**src/pkg/lsc_params.svh**
```systemverilog
// Purpose: constants of the local switch configuration decoder
// Assumes: included by its bare name
// Notes: positions are one-based bank bit indices (position 1 is bit 0)
`ifndef LSC_PARAMS_SVH
`define LSC_PARAMS_SVH

// bank and remote path widths
`define LSC_BANK_W 8
`define LSC_DATA_W 4
`define LSC_SEL_W 3

// first bank positions
`define LSC_A_MODE_BIT 0
`define LSC_A_TXEN_BIT 3

// second bank fields: format is positions 2..5, source positions 6..7
`define LSC_B_FMT_MSB 1
`define LSC_B_FMT_LSB 4
`define LSC_B_SRC_MSB 5
`define LSC_B_SRC_LSB 6

// remote parameter selectors
`define LSC_PID_FMT 3'h0
`define LSC_PID_SRC 3'h1
`define LSC_PID_TXEN 3'h2
`define LSC_PID_ASPECT 3'h3
`define LSC_PID_BARS 3'h4
`define LSC_PID_RELEASE 3'h5

// highest legal format and source codes
`define LSC_FMT_MAX 4'h6
`define LSC_SRC_MAX 2'h2

// defaults of remote-only parameters
`define LSC_ASPECT_RST 2'h0
`define LSC_BARS_RST 1'b0

`endif

```
**src/pkg/lsc_pkg.sv**
```systemverilog
// Purpose: types shared by the switch decoder files
// Assumes: lsc_params.svh constants
// Notes: enum order equals the binary switch code
`include "lsc_params.svh"
package lsc_pkg;
    typedef enum logic [3:0] {
        LSC_FMT_AUTO,
        LSC_FMT_1080I50,
        LSC_FMT_1080I5994,
        LSC_FMT_720P50,
        LSC_FMT_720P5994,
        LSC_FMT_480I5994,
        LSC_FMT_576I50
    } lsc_fmt_t;

    typedef enum logic [1:0] {
        LSC_SRC_COAX,
        LSC_SRC_FIBER1,
        LSC_SRC_FIBER2
    } lsc_src_t;

    // codes beyond the table fall back to automatic detection
    function automatic lsc_fmt_t lsc_fmt_decode(input logic [3:0] code);
        lsc_fmt_t f;
        f = LSC_FMT_AUTO;
        if (code <= `LSC_FMT_MAX) begin
            f = lsc_fmt_t'(code);
        end
        return f;
    endfunction

    // code three is unused and is treated as the always-present coax input
    function automatic lsc_src_t lsc_src_decode(input logic [1:0] code);
        lsc_src_t s;
        s = LSC_SRC_COAX;
        if (code <= `LSC_SRC_MAX) begin
            s = lsc_src_t'(code);
        end
        return s;
    endfunction
endpackage

```
**src/rtl/lsc_sw_decode.sv**
```systemverilog
// Purpose: register and decode both switch banks
// Assumes: switch inputs synchronous to mclk
// Notes: one cycle from switch to decoded value
`timescale 1ns/1ns
`default_nettype none
`include "lsc_params.svh"
module lsc_sw_decode (
    // clock and reset
    input wire logic mclk,
    input wire logic arst_n,
    // switch banks
    input wire logic [`LSC_BANK_W-1:0] switch_bank_a,
    input wire logic [`LSC_BANK_W-1:0] switch_bank_b,
    // decoded settings
    output logic remote_mode,
    output logic local_txen,
    output lsc_pkg::lsc_fmt_t local_fmt,
    output lsc_pkg::lsc_src_t local_src
);
    import lsc_pkg::*;

    logic next_remote_mode;
    logic next_local_txen;
    lsc_fmt_t next_local_fmt;
    lsc_src_t next_local_src;

    always_comb begin
        next_remote_mode = switch_bank_a[`LSC_A_MODE_BIT];
        next_local_txen = switch_bank_a[`LSC_A_TXEN_BIT];
        // position 2 is the most significant bit
        next_local_fmt = lsc_fmt_decode({switch_bank_b[`LSC_B_FMT_MSB], switch_bank_b[2],
                                         switch_bank_b[3], switch_bank_b[`LSC_B_FMT_LSB]});
        next_local_src = lsc_src_decode({switch_bank_b[`LSC_B_SRC_MSB],
                                         switch_bank_b[`LSC_B_SRC_LSB]});
    end

    always_ff @(posedge mclk or negedge arst_n) begin
        if (!arst_n) begin
            remote_mode <= 1'b0;
            local_txen <= 1'b0;
            local_fmt <= LSC_FMT_AUTO;
            local_src <= LSC_SRC_COAX;
        end else begin
            remote_mode <= next_remote_mode;
            local_txen <= next_local_txen;
            local_fmt <= next_local_fmt;
            local_src <= next_local_src;
        end
    end
endmodule // lsc_sw_decode
`default_nettype wire

```
**src/rtl/lsc_config.sv**
```systemverilog
// Purpose: merge switch settings and remote writes into the operating configuration
// Assumes: remote writes are one-cycle strobes synchronous to mclk
// Notes: overrides stay latched in local mode but have no effect until remote mode returns
//
// Functional notes
// - The mode switch on the first bank locks out remote writes when off and accepts them when on.
// - In remote mode a remotely written parameter takes priority over the switch-derived value.
// - Fiber transmit outputs are enabled only with the enable setting on and a transmitter fitted.
// - Some parameters exist only remotely and keep their default or their last remote value.
`timescale 1ns/1ns
`default_nettype none
`include "lsc_params.svh"
module lsc_config (
    // clock and reset
    input wire logic mclk,
    input wire logic arst_n,
    // onboard switch banks
    input wire logic [`LSC_BANK_W-1:0] switch_bank_a,
    input wire logic [`LSC_BANK_W-1:0] switch_bank_b,
    // fitted fiber transmitters, one bit per output
    input wire logic [1:0] tx_fitted,
    // remote configuration path
    input wire logic remote_wr,
    input wire logic [`LSC_SEL_W-1:0] remote_sel,
    input wire logic [`LSC_DATA_W-1:0] remote_data,
    // write answer
    output logic remote_ack,
    output logic remote_rej,
    // operating configuration
    output lsc_pkg::lsc_fmt_t cfg_fmt,
    output lsc_pkg::lsc_src_t cfg_src,
    output logic [1:0] fiber_tx_en,
    output logic [1:0] cfg_aspect,
    output logic cfg_bars,
    // status
    output logic remote_active,
    output logic [2:0] override_flags
);
    import lsc_pkg::*;

    logic remote_mode;
    logic local_txen;
    lsc_fmt_t local_fmt;
    lsc_src_t local_src;

    lsc_sw_decode u_decode (
        .mclk(mclk),
        .arst_n(arst_n),
        .switch_bank_a(switch_bank_a),
        .switch_bank_b(switch_bank_b),
        .remote_mode(remote_mode),
        .local_txen(local_txen),
        .local_fmt(local_fmt),
        .local_src(local_src)
    );

    // remote store and override state
    lsc_fmt_t rem_fmt;
    lsc_src_t rem_src;
    logic rem_txen;
    logic [2:0] ovr;
    logic [1:0] aspect;
    logic bars;
    lsc_fmt_t next_rem_fmt;
    lsc_src_t next_rem_src;
    logic next_rem_txen;
    logic [2:0] next_ovr;
    logic [1:0] next_aspect;
    logic next_bars;
    logic accept;
    logic reject;

    always_comb begin
        next_rem_fmt = rem_fmt;
        next_rem_src = rem_src;
        next_rem_txen = rem_txen;
        next_ovr = ovr;
        next_aspect = aspect;
        next_bars = bars;
        accept = 1'b0;
        reject = 1'b0;
        // writes in local mode are dropped without an answer, as the lock-out intends
        if (remote_wr && remote_mode) begin
            accept = 1'b1;
            unique case (remote_sel)
                `LSC_PID_FMT: begin
                    if (remote_data <= `LSC_FMT_MAX) begin
                        next_rem_fmt = lsc_fmt_decode(remote_data);
                        next_ovr[0] = 1'b1;
                    end else begin
                        accept = 1'b0;
                        reject = 1'b1;
                    end
                end
                `LSC_PID_SRC: begin
                    if (remote_data <= {2'h0, `LSC_SRC_MAX}) begin
                        next_rem_src = lsc_src_decode(remote_data[1:0]);
                        next_ovr[1] = 1'b1;
                    end else begin
                        accept = 1'b0;
                        reject = 1'b1;
                    end
                end
                `LSC_PID_TXEN: begin
                    next_rem_txen = remote_data[0];
                    next_ovr[2] = 1'b1;
                end
                `LSC_PID_ASPECT: begin
                    next_aspect = remote_data[1:0];
                end
                `LSC_PID_BARS: begin
                    next_bars = remote_data[0];
                end
                `LSC_PID_RELEASE: begin
                    // hand switch-covered parameters back to the switches
                    next_ovr = 3'h0;
                end
                default: begin
                    accept = 1'b0;
                    reject = 1'b1;
                end
            endcase
        end
    end

    always_ff @(posedge mclk or negedge arst_n) begin
        if (!arst_n) begin
            rem_fmt <= LSC_FMT_AUTO;
            rem_src <= LSC_SRC_COAX;
            rem_txen <= 1'b0;
            ovr <= 3'h0;
            aspect <= `LSC_ASPECT_RST;
            bars <= `LSC_BARS_RST;
        end else begin
            rem_fmt <= next_rem_fmt;
            rem_src <= next_rem_src;
            rem_txen <= next_rem_txen;
            ovr <= next_ovr;
            aspect <= next_aspect;
            bars <= next_bars;
        end
    end

    // output selection, registered so every output comes from a flop
    lsc_fmt_t next_cfg_fmt;
    lsc_src_t next_cfg_src;
    logic next_txen_eff;
    logic [1:0] next_fiber_tx_en;

    always_comb begin
        next_cfg_fmt = local_fmt;
        next_cfg_src = local_src;
        next_txen_eff = local_txen;
        if (remote_mode && ovr[0]) begin
            next_cfg_fmt = rem_fmt;
        end
        if (remote_mode && ovr[1]) begin
            next_cfg_src = rem_src;
        end
        if (remote_mode && ovr[2]) begin
            next_txen_eff = rem_txen;
        end
        // an unfitted transmitter is never driven, whatever the setting says
        next_fiber_tx_en = next_txen_eff ? tx_fitted : 2'h0;
    end

    always_ff @(posedge mclk or negedge arst_n) begin
        if (!arst_n) begin
            cfg_fmt <= LSC_FMT_AUTO;
            cfg_src <= LSC_SRC_COAX;
            fiber_tx_en <= 2'h0;
            cfg_aspect <= `LSC_ASPECT_RST;
            cfg_bars <= `LSC_BARS_RST;
            remote_active <= 1'b0;
            override_flags <= 3'h0;
            remote_ack <= 1'b0;
            remote_rej <= 1'b0;
        end else begin
            cfg_fmt <= next_cfg_fmt;
            cfg_src <= next_cfg_src;
            fiber_tx_en <= next_fiber_tx_en;
            cfg_aspect <= aspect;
            cfg_bars <= bars;
            remote_active <= remote_mode;
            override_flags <= ovr;
            remote_ack <= accept;
            remote_rej <= reject;
        end
    end
endmodule // lsc_config
`default_nettype wire

```
**config.mk**
```make
export PLATFORM = sky130hd
export DESIGN_NAME = lsc_config
export DESIGN_NICKNAME = d
export VERILOG_FILES = /design/src/pkg/lsc_pkg.sv /design/src/rtl/lsc_sw_decode.sv /design/src/rtl/lsc_config.sv
export VERILOG_INCLUDE_DIRS = /design/src /design/src/pkg
export SDC_FILE = /design/constraint.sdc
export NUM_CORES = 1
export LEC_CHECK = 0
export ABC_AREA = 1
export BUFFER_PORTS_ARGS = -buffer_cell sky130_fd_sc_hd__buf_2
export CORE_MARGIN = 5
export CORE_UTILIZATION = 45
export CTS_BUF_LIST = sky130_fd_sc_hd__clkbuf_16
export DETAILED_ROUTE_END_ITERATION = 8
export GPL_TIMING_DRIVEN = 0
export PLACE_DENSITY = 0.73
export SLEW_MARGIN = 10
export SYNTH_ARGS = -nofsm -noshare
export SYNTH_HDL_FRONTEND = slang
export SYNTH_SLANG_ARGS = --single-unit
```
**constraint.sdc**
```tcl
create_clock -name mclk -period 1.4 [get_ports mclk]
set_clock_uncertainty 0.15 [all_clocks]
set_input_delay 0.07 -clock mclk [delete_from_list [all_inputs] [get_ports mclk]]
set_output_delay 0.07 -clock mclk [all_outputs]
set_load 0.005 [all_outputs]
```
==> results.rst <==
.. list-table::
   :header-rows: 1

   * - Metric
     - Value
   * - Overall die height
     - 66.7 µm
   * - Routed length on met2
     - 1450 µm
   * - Worst-path maximum fanout
     - 2
   * - Most numerous cell on the critical path
     - sky130_fd_sc_hd__dlygate4sd3_1
   * - Mapped Area
     - roughly 0.0014 mm²
   * - Effective utilization at floorplan
     - 0.470
   * - Drt total wl
     - 2810 µm
   * - Worst slew margin
     - 0.473
   * - Wire length of the first global-routing pass
     - a little under 5000 µm
   * - Post-layout min period
     - ~1300 ps
   * - Via count of the first global-routing pass
     - roughly 1200
   * - Sequential cell area fraction in the yosys report
     - 0.657
   * - Placeable core region
     - around 0.003 mm²
   * - Total negative slack for setup checks
     - 0 ps
   * - Worst Tran Pin Value
     - slightly below 800 ps
   * - Critical path buffer and inverter count
     - 4
   * - Flip-flop and latch count after synthesis
     - 38
   * - Setup violation total in the final timing report
     - 0
   * - Top cell family by delay on the critical path
     - buffers and inverters
   * - Clock sinks
     - 38
   * - # IOs
     - 45
   * - DRC violation total after the first TritonRoute iteration
     - 32
   * - Max IR drop VDD
     - about 0.66 mV
   * - Kind of start point of the critical path
     - primary input
   * - Tot Pwr
     - 2.60 mW
   * - Sum of met3 wire segment lengths after detailed routing
     - ~170 µm
   * - CTS Root Buffer Type
     - sky130_fd_sc_hd__clkbuf_16
   * - Data required, critical path
     - between 1000 and 1500 ps
   * - Highest clock rate
     - approximately 750 MHz
   * - Total grt overflow
     - 0
   * - Crit-path cells
     - dlygate4sd3_1 > buf_2 > inv_1 > nor2_1 > dlygate4sd3_1
   * - Fraction of layout instances using a drive strength above 1
     - 0.263
   * - H-Tree Level Count
     - 2
   * - Post-synth cell types
     - 23
   * - Vias post-DR
     - 1079
   * - Highest metal layer with signal wires
     - met4
   * - Total power per unit cell area
     - approximately 1300 mW/mm²
   * - Die footprint
     - around 0.0045 mm²
   * - Clock network latency to the later pin of the worst-skew pair
     - between 200 and 300 ps
   * - Kind of end point of the critical path
     - register
   * - Maximum number of pins on one net before global-route repair
     - 39
   * - Worst hold margin
     - around 12 ps
   * - Final Cycle Share
     - 0.957
   * - Number of port buffers
     - 36
   * - Antenna-violating nets left
     - 0
   * - Slowest cell on the critical path
     - sky130_fd_sc_hd__dlygate4sd3_1
   * - Detailed-placement wirelength estimate
     - roughly 2000 µm
   * - Mean post-synth cell area
     - 10.5 µm²
   * - Reg2Reg Setup Slack
     - 90 ps
   * - Number of cell rows
     - 20
   * - Antenna violations before repair
     - 0
   * - TritonCTS buffer count
     - 5
   * - Post-route DRC violation count
     - 0
   * - Unrepaired setup endpoints after global routing
     - no
   * - Placer's final routability congestion estimate
     - approximately 0.76
   * - Crit path DAT
     - 1340 ps
   * - Antenna cell count
     - 0
   * - Run status
     - finished, final reports clean
   * - Crit Path Class
     - primary input to register
   * - Type of the tightest min-delay check
     - primary input to register
   * - Number of cells produced by synthesis
     - around 140
   * - Post-CTS Setup Repair Bufs
     - 0
   * - Max-slew violation total from the final report
     - 0
   * - Clock-pin slew on the worst setup and hold paths
     - approximately 50 ps
   * - Largest incremental delay on the critical path
     - 540 ps
   * - Area growth, synth to finish
     - 35.8%
   * - Chip Width
     - approximately 67 µm
   * - Drt first pass iters
     - 4
   * - Hold Vio Cnt, Final
     - 0
   * - CTS tree
     - built
   * - Yosys warning count
     - 0
   * - Static leakage power
     - 1.06 nW
   * - Final Net Count
     - approximately 220
   * - Avg Vias per Cell
     - 4.53
   * - Met1 WL
     - roughly 1200 µm
   * - Maximum number of buffers from clock root to sink
     - 2
   * - Number of nets in the synthesized netlist
     - roughly 170
   * - Reported max-cap violation count
     - 0
   * - Global routing usage summed across all routing layers
     - 0.154
   * - Detailed-route wire length per cell
     - approximately 12 µm
## tightest hold or removal path, stage by stage
cell                      delay (ps)
sky130_fd_sc_hd__buf_2           130
sky130_fd_sc_hd__nand4_2         120
sky130_fd_sc_hd__o21ai_1          70
## cell usage in the layout (no fill, tap or decap)
cell type                       instances
sky130_fd_sc_hd__a211oi_1               1
sky130_fd_sc_hd__a21oi_2                1
sky130_fd_sc_hd__a31oi_1                1
sky130_fd_sc_hd__buf_2                 32
sky130_fd_sc_hd__clkbuf_16              5
sky130_fd_sc_hd__clkinv_2               1
sky130_fd_sc_hd__conb_1                 1
sky130_fd_sc_hd__dfrtp_1               38
sky130_fd_sc_hd__dlygate4sd3_1         17
sky130_fd_sc_hd__inv_1                 16
sky130_fd_sc_hd__inv_2                  3
sky130_fd_sc_hd__inv_4                  1
sky130_fd_sc_hd__mux2_1                 4
sky130_fd_sc_hd__mux2i_1                1
sky130_fd_sc_hd__nand2_1               35
sky130_fd_sc_hd__nand2_2                2
sky130_fd_sc_hd__nand2_4                1
sky130_fd_sc_hd__nand3_1                6
sky130_fd_sc_hd__nand3_4                1
sky130_fd_sc_hd__nand4_1                1
sky130_fd_sc_hd__nand4_2                1
sky130_fd_sc_hd__nor2_1                11
sky130_fd_sc_hd__nor2_2                 2
sky130_fd_sc_hd__nor3_2                 1
sky130_fd_sc_hd__o21ai_0                3
sky130_fd_sc_hd__o21ai_1                8
## layer usage
layer	track usage	vias to the layer above
li1	-	540
met1	0.155	508
met2	0.276	27
met3	0.0624	4
met4	0.0660	0
met5	0	-
## power breakdown
part	switching [mW]	internal, mW
Combinational	0.167	0.149
Clock	0.364	0.634
Sequential	0.0502	1.23
Total	0.581	2.02
## registers in the layout, indices dropped and copies added, names as in the netlist
signal	count
override_flags	3
remote_active	1
cfg_aspect	2
rem_src	2
cfg_bars	1
rem_txen	1
u_decode.local_txen	1
bars	1
ovr	3
remote_ack	1
u_decode.remote_mode	1
fiber_tx_en	2
remote_rej	1
cfg_fmt	4
rem_fmt	4
aspect	2
cfg_src	2
u_decode.local_src	2
u_decode.local_fmt	4
## final timing paths
check,startpoint,to,cells after the start
max,switch_bank_b[5],u_decode.local_src[1]$_DFF_PN0_,5
min,remote_sel[0],aspect[0]$_DFFE_PN0P_,3
max reg2reg,u_decode.remote_mode$_DFF_PN0_,ovr[0]$_DFFE_PN0P_,7
min reg2reg,bars$_DFFE_PN0P_,cfg_bars$_DFF_PN0_,0
max in group asynchronous,arst_n,cfg_fmt[2]$_DFF_PN0_,2
min in group asynchronous,arst_n,u_decode.remote_mode$_DFF_PN0_,2
## metrics by stage
| stage | instance area, µm² | setup WS [ps] | cells | util |
|---|---|---|---|---|
| after floorplan | 1450 | 258 | 138 | - |
| after global placement | 1680 | 117 | 218 | 0.547 |
| after detailed placement | 1680 | 86.3 | 218 | 0.547 |
| after CTS | 1990 | 26.3 | 242 | 0.645 |
| after global routing | 1970 | 6.69 | 238 | 0.639 |
| final | 1970 | 60.1 | 238 | 0.639 |
## synth_stat cells
cell type	count	area [µm²]
sky130_fd_sc_hd__conb_1	1	3.75
sky130_fd_sc_hd__mux2_1	4	45.0
sky130_fd_sc_hd__nand4_1	1	6.26
sky130_fd_sc_hd__mux2i_1	1	10.0
sky130_fd_sc_hd__inv_4	1	6.26
sky130_fd_sc_hd__nand2_2	2	12.5
sky130_fd_sc_hd__dfrtp_1	38	951
sky130_fd_sc_hd__nand3_1	6	30.0
sky130_fd_sc_hd__clkinv_2	1	5.00
sky130_fd_sc_hd__inv_2	2	7.51
sky130_fd_sc_hd__o21ai_1	8	40.0
sky130_fd_sc_hd__o21ai_0	3	15.0
sky130_fd_sc_hd__a31oi_1	1	6.26
sky130_fd_sc_hd__a211oi_1	1	7.51
sky130_fd_sc_hd__a21oi_2	1	8.76
sky130_fd_sc_hd__nand4_2	1	12.5
sky130_fd_sc_hd__inv_1	15	56.3
sky130_fd_sc_hd__nor2_1	11	41.3
sky130_fd_sc_hd__nor2_2	2	12.5
sky130_fd_sc_hd__nand2_1	35	131
sky130_fd_sc_hd__nor3_2	1	10.0
sky130_fd_sc_hd__nand3_4	1	17.5
sky130_fd_sc_hd__nand2_4	1	11.3
## repair_timing
action / 4_1_cts / 5_1_grt
hold buffers: 17 / 0
endpoints found under the hold margin: 53 / 0
resized for setup: 0 / 1
endpoints found under the setup margin: 0 / 1
## cells by family (layout without fill, tap and decap cells)
family / count (synthesis) / after routing / synth area share
other: 1 / 1 / 0.00259
flip-flops: 38 / 38 / 0.657
AO/OA/AOI/OAI: 14 / 14 / 0.0536
buffers and inverters: 19 / 75 / 0.0519
AND/OR/NAND/NOR: 61 / 61 / 0.197
multiplexers: 5 / 5 / 0.0380
## cell type report
cell class,count,area (µm²)
Clock buffer,5,125
Clock inverter,2,7.51
Fill cell,269,1110
Inverter,19,75.1
Multi-Input combinational cell,81,422
Sequential cell,38,951
Tap cell,44,55.1
Timing Repair Buffer,49,330
Note: power is estimated with default switching activity, not from simulation.
